<file path="config.mk">
export PLATFORM = sky130hd
export DESIGN_NAME = wfsc_ctrl
export DESIGN_NICKNAME = d
export VERILOG_FILES = /design/src/core/wfsc_pkg.sv /design/src/core/wfsc_wake_if.sv /design/src/core/wfsc_ctrl.sv /design/src/core/wfsc_wake_detect.sv
export SDC_FILE = /design/constraint.sdc
export NUM_CORES = 1
export LEC_CHECK = 0
export CAP_MARGIN = 20
export CORE_ASPECT_RATIO = 1.75
export CORE_MARGIN = 4
export CORE_UTILIZATION = 50
export CTS_BUF_LIST = sky130_fd_sc_hd__clkbuf_2
export CTS_CLUSTER_DIAMETER = 60
export CTS_CLUSTER_SIZE = 14
export DETAILED_ROUTE_END_ITERATION = 8
export DONT_BUFFER_PORTS = 1
export GPL_TIMING_DRIVEN = 0
export PLACE_DENSITY = 0.79
export SLEW_MARGIN = 20
export SYNTH_ARGS = -nofsm -noshare
export SYNTH_HDL_FRONTEND = slang
export SYNTH_HIERARCHICAL = 1
export SYNTH_SLANG_ARGS = --single-unit
</file>
<file path="constraint.sdc">
create_clock -name mclk_in -period 2.1 [get_ports mclk_in]
set_clock_uncertainty 0.2 [all_clocks]
set_input_delay 0.42 -clock mclk_in [delete_from_list [all_inputs] [get_ports mclk_in]]
set_output_delay 0.42 -clock mclk_in [all_outputs]
set_load 0.02 [all_outputs]
</file>
<file path="src/core/wfsc_pkg.sv">
// constants, states and behaviour summary for the wake-up and fast start-up controller
// Behaviour
// - wake source low during wait/sleep starts restart
// - fast start-up request is clockless, immediate
// - restart fast RC, master clock to 4 MHz
// - wake exits backup, restores disabled core/SRAM supplies
// - slow clock RC after reset, crystal by choice
// - power switches, then regulator, then core reset
// - fast RC offers 4/8/12 MHz, 4 MHz default
package wfsc_pkg;
   localparam int          WAKE_PINS     = 16;
   localparam int          WAKE_SRCS     = 19;
   localparam int          CLK_PERIOD_NS = 20;
   // settle times in ns, turned into whole cycles rounded up
   localparam int          T_PSW_NS      = 1000;
   localparam int          T_VREG_NS     = 1000;
   localparam int          T_FRC_NS      = 1000;
   localparam int          T_SUPPLY_NS   = 1000;
   localparam int          CNT_W         = 8;
   localparam int          PSW_CYC_I     = (T_PSW_NS + CLK_PERIOD_NS - 1) / CLK_PERIOD_NS;
   localparam int          VREG_CYC_I    = (T_VREG_NS + CLK_PERIOD_NS - 1) / CLK_PERIOD_NS;
   localparam int          FRC_CYC_I     = (T_FRC_NS + CLK_PERIOD_NS - 1) / CLK_PERIOD_NS;
   localparam int          SUPPLY_CYC_I  = (T_SUPPLY_NS + CLK_PERIOD_NS - 1) / CLK_PERIOD_NS;
   localparam logic [7:0]  PSW_CYC       = PSW_CYC_I[7:0];
   localparam logic [7:0]  VREG_CYC      = VREG_CYC_I[7:0];
   localparam logic [7:0]  FRC_CYC       = FRC_CYC_I[7:0];
   localparam logic [7:0]  SUPPLY_CYC    = SUPPLY_CYC_I[7:0];
   localparam logic [7:0]  CNT_ZERO      = 8'h00;
   localparam logic [7:0]  CNT_ONE       = 8'h01;

   typedef enum logic [1:0] {
      WFSC_FRC_4MHZ  = 2'h0,
      WFSC_FRC_8MHZ  = 2'h1,
      WFSC_FRC_12MHZ = 2'h2
   } wfsc_frc_freq_t;

   typedef enum logic [2:0] {
      WFSC_ST_PSW    = 3'h0,
      WFSC_ST_VREG   = 3'h1,
      WFSC_ST_RST    = 3'h3,
      WFSC_ST_IDLE   = 3'h2,
      WFSC_ST_FRC    = 3'h6,
      WFSC_ST_CLKSW  = 3'h7,
      WFSC_ST_CPU    = 3'h5,
      WFSC_ST_SUPPLY = 3'h4
   } wfsc_state_t;
endpackage : wfsc_pkg

</file>
<file path="src/core/wfsc_wake_if.sv">
// carrier between the wake detector and the sequencer
`timescale 1ns/10ps
interface wfsc_wake_if;
   logic wake_async;
   logic wake_sync;
   modport detector  (output wake_async, output wake_sync);
   modport sequencer (input wake_async, input wake_sync);
endinterface : wfsc_wake_if

</file>
<file path="src/core/wfsc_ctrl.sv">
// top of the wake-up, fast start-up and supply sequencing controller
`timescale 1ns/10ps
module wfsc_ctrl
   import wfsc_pkg::*;
(
   input  wire logic                 mclk_in,
   input  wire logic                 rst_in,
   input  wire logic [WAKE_PINS-1:0] wake_pin_input_n_in,
   input  wire logic                 supply_monitor_wake_n_in,
   input  wire logic                 rtc_wake_n_in,
   input  wire logic                 real_time_timer_wake_n_in,
   input  wire logic                 sleep_mode_in,
   input  wire logic                 backup_req_in,
   input  wire logic                 main_system_clock_done_in,
   input  wire logic [1:0]           frc_freq_req_in,
   input  wire logic                 xtal32_en_req_in,
   input  wire logic                 xtal32_sel_req_in,
   output logic                      fast_startup_out,
   output logic                      psw_en_out,
   output logic                      vreg_en_out,
   output logic                      core_rst_out,
   output logic                      core_supply_en_out,
   output logic                      sram_supply_en_out,
   output logic                      frc_en_out,
   output logic [1:0]                frc_freq_sel_out,
   output logic                      main_system_clock_frc_out,
   output logic                      cpu_clk_en_out,
   output logic                      xtal32_en_out,
   output logic                      slow_sel_xtal_out
);
   wfsc_wake_if     wk ();
   wfsc_state_t     state_reg;
   wfsc_state_t     state_next;
   logic [CNT_W-1:0] cnt_reg;
   logic            cnt_done;
   logic            psw_en_reg;
   logic            vreg_en_reg;
   logic            core_rst_reg;
   logic            core_en_reg;
   logic            sram_en_reg;
   logic            frc_en_reg;
   wfsc_frc_freq_t  frc_freq_reg;
   logic            main_clk_frc_reg;
   logic            cpu_en_reg;
   logic            xtal_en_reg;
   logic            slow_xtal_reg;

   wfsc_wake_detect u_detect (
      .mclk_in       (mclk_in),
      .rst_in        (rst_in),
      .wake_src_n_in ({real_time_timer_wake_n_in, rtc_wake_n_in, supply_monitor_wake_n_in, wake_pin_input_n_in}),
      .sleep_mode_in (sleep_mode_in),
      .wk            (wk.detector)
   );

   function automatic wfsc_frc_freq_t frc_decode(input logic [1:0] code);
      case (code)
         WFSC_FRC_8MHZ:  frc_decode = WFSC_FRC_8MHZ;
         WFSC_FRC_12MHZ: frc_decode = WFSC_FRC_12MHZ;
         default: frc_decode = WFSC_FRC_4MHZ;
      endcase
   endfunction : frc_decode

   assign fast_startup_out = wk.wake_async;
   assign cnt_done         = (cnt_reg == CNT_ONE);

   always_comb begin
      state_next = state_reg;
      case (state_reg)
         WFSC_ST_PSW:    if (cnt_done) state_next = WFSC_ST_VREG;
         WFSC_ST_VREG:   if (cnt_done) state_next = WFSC_ST_RST;
         WFSC_ST_RST:    state_next = WFSC_ST_IDLE;
         WFSC_ST_IDLE: begin
            if (wk.wake_sync && (!core_en_reg || !sram_en_reg)) begin
               state_next = WFSC_ST_SUPPLY;
            end else if (wk.wake_sync && sleep_mode_in) begin
               state_next = WFSC_ST_FRC;
            end
         end
         WFSC_ST_SUPPLY: if (cnt_done) state_next = WFSC_ST_FRC;
         WFSC_ST_FRC:    if (cnt_done) state_next = WFSC_ST_CLKSW;
         WFSC_ST_CLKSW:  if (main_system_clock_done_in) state_next = WFSC_ST_CPU;
         WFSC_ST_CPU:    state_next = WFSC_ST_IDLE;
         default:        state_next = WFSC_ST_PSW;
      endcase
   end

   always_ff @(posedge mclk_in) begin
      if (rst_in) begin
         state_reg <= WFSC_ST_PSW;
      end else begin
         state_reg <= state_next;
      end
   end

   // one down-counter serves every settle interval; loaded on entry to a timed state
   always_ff @(posedge mclk_in) begin
      if (rst_in) begin
         cnt_reg <= PSW_CYC;
      end else if (state_next != state_reg) begin
         case (state_next)
            WFSC_ST_VREG:   cnt_reg <= VREG_CYC;
            WFSC_ST_SUPPLY: cnt_reg <= SUPPLY_CYC;
            WFSC_ST_FRC:    cnt_reg <= FRC_CYC;
            default:        cnt_reg <= CNT_ZERO;
         endcase
      end else if (cnt_reg != CNT_ZERO) begin
         cnt_reg <= cnt_reg - CNT_ONE;
      end
   end

   // power-up order: switches, regulator, then core reset release
   always_ff @(posedge mclk_in) begin
      if (rst_in) begin
         psw_en_reg   <= 1'b0;
         vreg_en_reg  <= 1'b0;
         core_rst_reg <= 1'b1;
      end else begin
         if (state_reg == WFSC_ST_PSW) begin
            psw_en_reg <= 1'b1;
         end
         if (state_reg == WFSC_ST_VREG) begin
            vreg_en_reg <= 1'b1;
         end
         if (state_reg == WFSC_ST_RST) begin
            core_rst_reg <= 1'b0;
         end
      end
   end

   // backup entry drops both supplies; a wake only turns on what is off
   always_ff @(posedge mclk_in) begin
      if (rst_in) begin
         core_en_reg <= 1'b1;
         sram_en_reg <= 1'b1;
      end else if (state_reg == WFSC_ST_SUPPLY) begin
         if (!core_en_reg) core_en_reg <= 1'b1;
         if (!sram_en_reg) sram_en_reg <= 1'b1;
      end else if (state_reg == WFSC_ST_IDLE && backup_req_in && !wk.wake_sync) begin
         core_en_reg <= 1'b0;
         sram_en_reg <= 1'b0;
      end
   end

   // fast RC: software picks the frequency, a fast restart forces 4 MHz
   always_ff @(posedge mclk_in) begin
      if (rst_in) begin
         frc_en_reg   <= 1'b1;
         frc_freq_reg <= WFSC_FRC_4MHZ;
      end else if (state_reg == WFSC_ST_FRC) begin
         frc_en_reg   <= 1'b1;
         frc_freq_reg <= WFSC_FRC_4MHZ;
      end else if (state_reg == WFSC_ST_IDLE) begin
         frc_freq_reg <= frc_decode(frc_freq_req_in);
         // the fast RC is stopped in sleep; only a fast restart brings it back
         if (sleep_mode_in) frc_en_reg <= 1'b0;
      end
   end

   // master clock is kept off the fast RC while it restarts, then switched back onto it
   always_ff @(posedge mclk_in) begin
      if (rst_in) begin
         main_clk_frc_reg <= 1'b1;
      end else if (state_reg == WFSC_ST_FRC) begin
         main_clk_frc_reg <= 1'b0;
      end else if (state_reg == WFSC_ST_CLKSW) begin
         main_clk_frc_reg <= 1'b1;
      end
   end

   // processor clock stops in sleep and returns only after the switch is done
   always_ff @(posedge mclk_in) begin
      if (rst_in) begin
         cpu_en_reg <= 1'b0;
      end else if (state_reg == WFSC_ST_RST) begin
         cpu_en_reg <= 1'b1;
      end else if (state_reg == WFSC_ST_CPU) begin
         cpu_en_reg <= 1'b1;
      end else if (state_reg == WFSC_ST_SUPPLY) begin
         // a wake from backup also restarts the clock, so the processor clock waits too
         cpu_en_reg <= 1'b0;
      end else if (state_reg == WFSC_ST_IDLE && sleep_mode_in) begin
         cpu_en_reg <= 1'b0;
      end
   end

   // selecting the crystal without it running would stall the slow clock, so it is gated
   always_ff @(posedge mclk_in) begin
      if (rst_in) begin
         xtal_en_reg   <= 1'b0;
         slow_xtal_reg <= 1'b0;
      end else begin
         xtal_en_reg   <= xtal32_en_req_in;
         slow_xtal_reg <= xtal32_sel_req_in && xtal32_en_req_in && xtal_en_reg;
      end
   end

   assign psw_en_out         = psw_en_reg;
   assign vreg_en_out        = vreg_en_reg;
   assign core_rst_out       = core_rst_reg;
   assign core_supply_en_out = core_en_reg;
   assign sram_supply_en_out = sram_en_reg;
   assign frc_en_out         = frc_en_reg;
   assign frc_freq_sel_out   = frc_freq_reg;
   assign main_system_clock_frc_out = main_clk_frc_reg;
   assign cpu_clk_en_out     = cpu_en_reg;
   assign xtal32_en_out      = xtal_en_reg;
   assign slow_sel_xtal_out  = slow_xtal_reg;
endmodule : wfsc_ctrl

</file>
<file path="src/core/wfsc_wake_detect.sv">
// wake source detection: clockless request path plus synchronised copy
`timescale 1ns/10ps
module wfsc_wake_detect
   import wfsc_pkg::*;
(
   input  wire logic                 mclk_in,
   input  wire logic                 rst_in,
   input  wire logic [WAKE_SRCS-1:0] wake_src_n_in,
   input  wire logic                 sleep_mode_in,
   wfsc_wake_if.detector             wk
);
   logic [WAKE_SRCS-1:0] lvl_all;

   // purely combinational so the request still fires with every clock stopped
   assign wk.wake_async = sleep_mode_in & ~(&wake_src_n_in);

   genvar g;
   generate
      for (g = 0; g < WAKE_SRCS; g++) begin : g_sync
         // one private chain per source keeps every flop to a single process
         logic s1_reg;
         logic s2_reg;
         logic s3_reg;
         logic lvl_reg;
         always_ff @(posedge mclk_in) begin
            if (rst_in) begin
               s1_reg  <= 1'b1;
               s2_reg  <= 1'b1;
               s3_reg  <= 1'b1;
               lvl_reg <= 1'b1;
            end else begin
               s1_reg <= wake_src_n_in[g];
               s2_reg <= s1_reg;
               s3_reg <= s2_reg;
               // a level change counts only once two stages agree
               if (s2_reg == s3_reg) begin
                  lvl_reg <= s3_reg;
               end
            end
         end
         assign lvl_all[g] = lvl_reg;
      end
   endgenerate

   assign wk.wake_sync = ~(&lvl_all);
endmodule : wfsc_wake_detect

</file>
==> flow_metrics.tcl <==
set metrics [dict create \
    outcome "finished with violations" \
    violations "setup timing" \
    wl_per_cell_um 16.2 \
    utilization 0.595 \
    start_kind "register" \
    rsz0062_at_grt "yes" \
    grtUsageTotal 0.190 \
    grt_pass1_vias 2608 \
    die_x_um 71.1 \
    hold_viol 0 \
    dr.pass1.iters 4 \
    hold_path_class "in -> reg" \
    max_stage_delay_ns 0.41 \
    yosys-top-cells-area "dfxtp_1, or2_1, or2_2" \
    antenna_left 0 \
    cts_max_path_buffers 2 \
    cp_max_fo 3 \
    finalPower_w 0.00290 \
    antenna_found_initial 0 \
    die_h_um 118 \
    place_area_um2 3590 \
    hold_ws_ns 0.0677 \
    initial_core_util 0.512 \
    vias 2605 \
    root_buffer "clkbuf_2" \
    timing.rr.end "cnt_reg[1]$_SDFFE_PP1P_" \
    nets 417 \
    route.met2.wl_mm 4.14 \
    gr-total-overflow 0 \
    numCtsBuffers 9 \
    slew_viol_final 0 \
    rrSetupSlack_ns -0.18 \
    antenna_cells 0 \
    drt-total-wl_mm 7.68 \
    synth_top_area_cell "dfxtp_1" \
    fmax_mhz 438 \
    synth_most_common_cell "dfxtp_1" \
    htreeDepth 3 \
    clock_sinks 98 \
    synth_cell_types 54 \
    netlist_instances 341 \
    min_to "state_reg[1]$_SDFF_PP0_" \
    final_cell_area_um2 4050 \
    finalSetupViolations 8 \
    synthFlopType "dfxtp_1" \
    async_reset_ff_frac 0 \
    synth_edf_count 0 \
    syn_area_per_cell_um2 10.2 \
    via_per_inst 5.50 \
    grt_max_degree 15 \
    leakagePower_nw 1.56 \
    top_layer "met4" \
    synth_area_um2 3490 \
    drc 0 \
    power-per-cell-area_nw_per_um2 717 \
    synth_seq_cells 98 \
    syn_nets 372 \
    place.gp.congestion 0.825 \
    ff_latch_area_um2 1970 \
    fin_ws_ns -0.183 \
    yosysSeqAreaShare 0.563 \
    die_area_um2 8420 \
    critPathCaptureType "register" \
    wl_met1_mm 2.77 \
    r2r-start "u_detect/g_sync[15].lvl_reg$_SDFFE_PP1N_" \
    peakVddDrop_mv 0.427 \
    dp_hpwl_mm 5.10 \
    multi_input_area_um2 1460 \
    clk_pin_slew_ns 0.22 \
    post-route-min-period_ns 2.28 \
    slowest_stage "dfxtp_1" \
    crit_type "reg -> reg" \
    io_buffers 0 \
    drive_above_1_share 0.208 \
    dr_wl_met3_um 397 \
    clock_latency_ns 0.52 \
    hold_start "main_system_clock_done_in" \
    grt_pass1_wl_mm 12.4 \
    worstPathCellList "nand4_1, nor4_2, nand4_1, buf_4, a211oi_4, o311a_1, a22oi_1" \
    worstPathRequired_ns 2.29 \
    min_period_over_period 1.09 \
    drt_iter0_drc 109 \
    timing.slew.headroom 0.567 \
    synth.top_cells.by_count "dfxtp_1, nor2_1, or2_1" \
    fp.coreArea_um2 6810 \
    crit_top_cell "nand4_1" \
    cts_tree "yes" \
    drv_cap 0 \
    rows 40 \
    num-fill-cells 575 \
    path_buf_inv 1 \
    ys_warn_count 6 \
    ios 41 \
    crit_arrival_ns 2.48 \
    synth_top_cell_area_share 0.563 \
    area_growth_pct 16.3 \
    whs_path_depth 4 \
    reg2regPathDepth 7 \
    worst_pin_slew_ns 0.649 \
    cp_top_family "compound AO/OA/AOI/OAI gates" \
]
## worst reg2reg max path, delay by kind of cell, from the launching register on
kind	cells	cell delay [ns]
compound gates	3	0.73
buf+inv	1	0.19
flops	1	0.41
simple gates	3	0.64
## placed cells by master, fill, tap and decap left out, types with 4 or more instances in the layout
cell type,count
clkbuf_2,12
o21bai_1,19
or2_2,28
dfxtp_2,7
nor3_1,7
o21ai_0,4
buf_6,4
nor2_1,33
a21oi_1,23
dlygate4sd3_1,26
inv_1,7
clkbuf_1,5
nand4_1,9
buf_4,10
nand2_1,6
dfxtp_1,91
or2_1,30
xor2_1,4
## final cells by class
type | instances | share of cell area
buffer | 15 | 0.0241
clock buffer | 12 | 0.0148
clock inverter | 3 | 0.00432
inverter | 7 | 0.00648
multi-input combinational | 221 | 0.359
sequential | 98 | 0.486
tap | 84 | 0.0259
timing repair buffer | 34 | 0.0790
## cell families after synthesis
group	count (synthesis)	share of synthesized area
mux	2	0.00610
flops	98	0.563
xor+xnor	7	0.0176
buf+inv	22	0.0355
simple gates	139	0.231
compound gates	70	0.136
fa+ha+maj	3	0.0108
## metrics by stage
step,setup WS (ns),setup TNS [ns],std cells
6_report,-0.183,-1.03,474
5_1_grt,-0.283,-1.96,474
4_1_cts,-0.183,-1.04,473
3_5_place_dp,-0.516,-3.41,425
3_3_place_gp,-0.503,-3.33,425
2_1_floorplan,0.0706,0,341
## routing by layer
metal	vias up	global-route usage
met1	1214	0.190
met3	31	0.0451
li1	1269	-
met5	-	0
met4	0	0.128
met2	91	0.335
## power by group
group	internal, W	total [W]	switching [W]
registers	0.00193	0.00197	0.0000408
clock network	0.000162	0.000709	0.000547
logic	0.000121	0.000230	0.000109
## repair_timing
action / CTS / global route
hold endpoints to repair: 36 / 0
hold buffers: 26 / 0
pin swaps: 5 / 5
gates resized for setup: 13 / 5
gates cloned: 0 / 0
setup endpoints to repair: 8 / 11
buffers inserted: 7 / 1
## how the worst max path moves through the flow
stage                                                   from                 endpoint  slack, ns  depth (start not counted)
floorplan           u_detect/g_sync[10].lvl_reg$_SDFFE_PP1N_  cnt_reg[2]$_SDFFE_PP0P_       0.07                          7
global placement    u_detect/g_sync[10].lvl_reg$_SDFFE_PP1N_  cnt_reg[2]$_SDFFE_PP0P_      -0.50                          7
detailed placement  u_detect/g_sync[16].lvl_reg$_SDFFE_PP1N_  cnt_reg[2]$_SDFFE_PP0P_      -0.52                          7
CTS                  u_detect/g_sync[5].lvl_reg$_SDFFE_PP1N_  cnt_reg[2]$_SDFFE_PP0P_      -0.18                          7
global route        u_detect/g_sync[14].lvl_reg$_SDFFE_PP1N_  cnt_reg[1]$_SDFFE_PP1P_      -0.28                          7
finish              u_detect/g_sync[15].lvl_reg$_SDFFE_PP1N_  cnt_reg[1]$_SDFFE_PP1P_      -0.18                          7
Note: power is estimated with default switching activity, not from simulation.
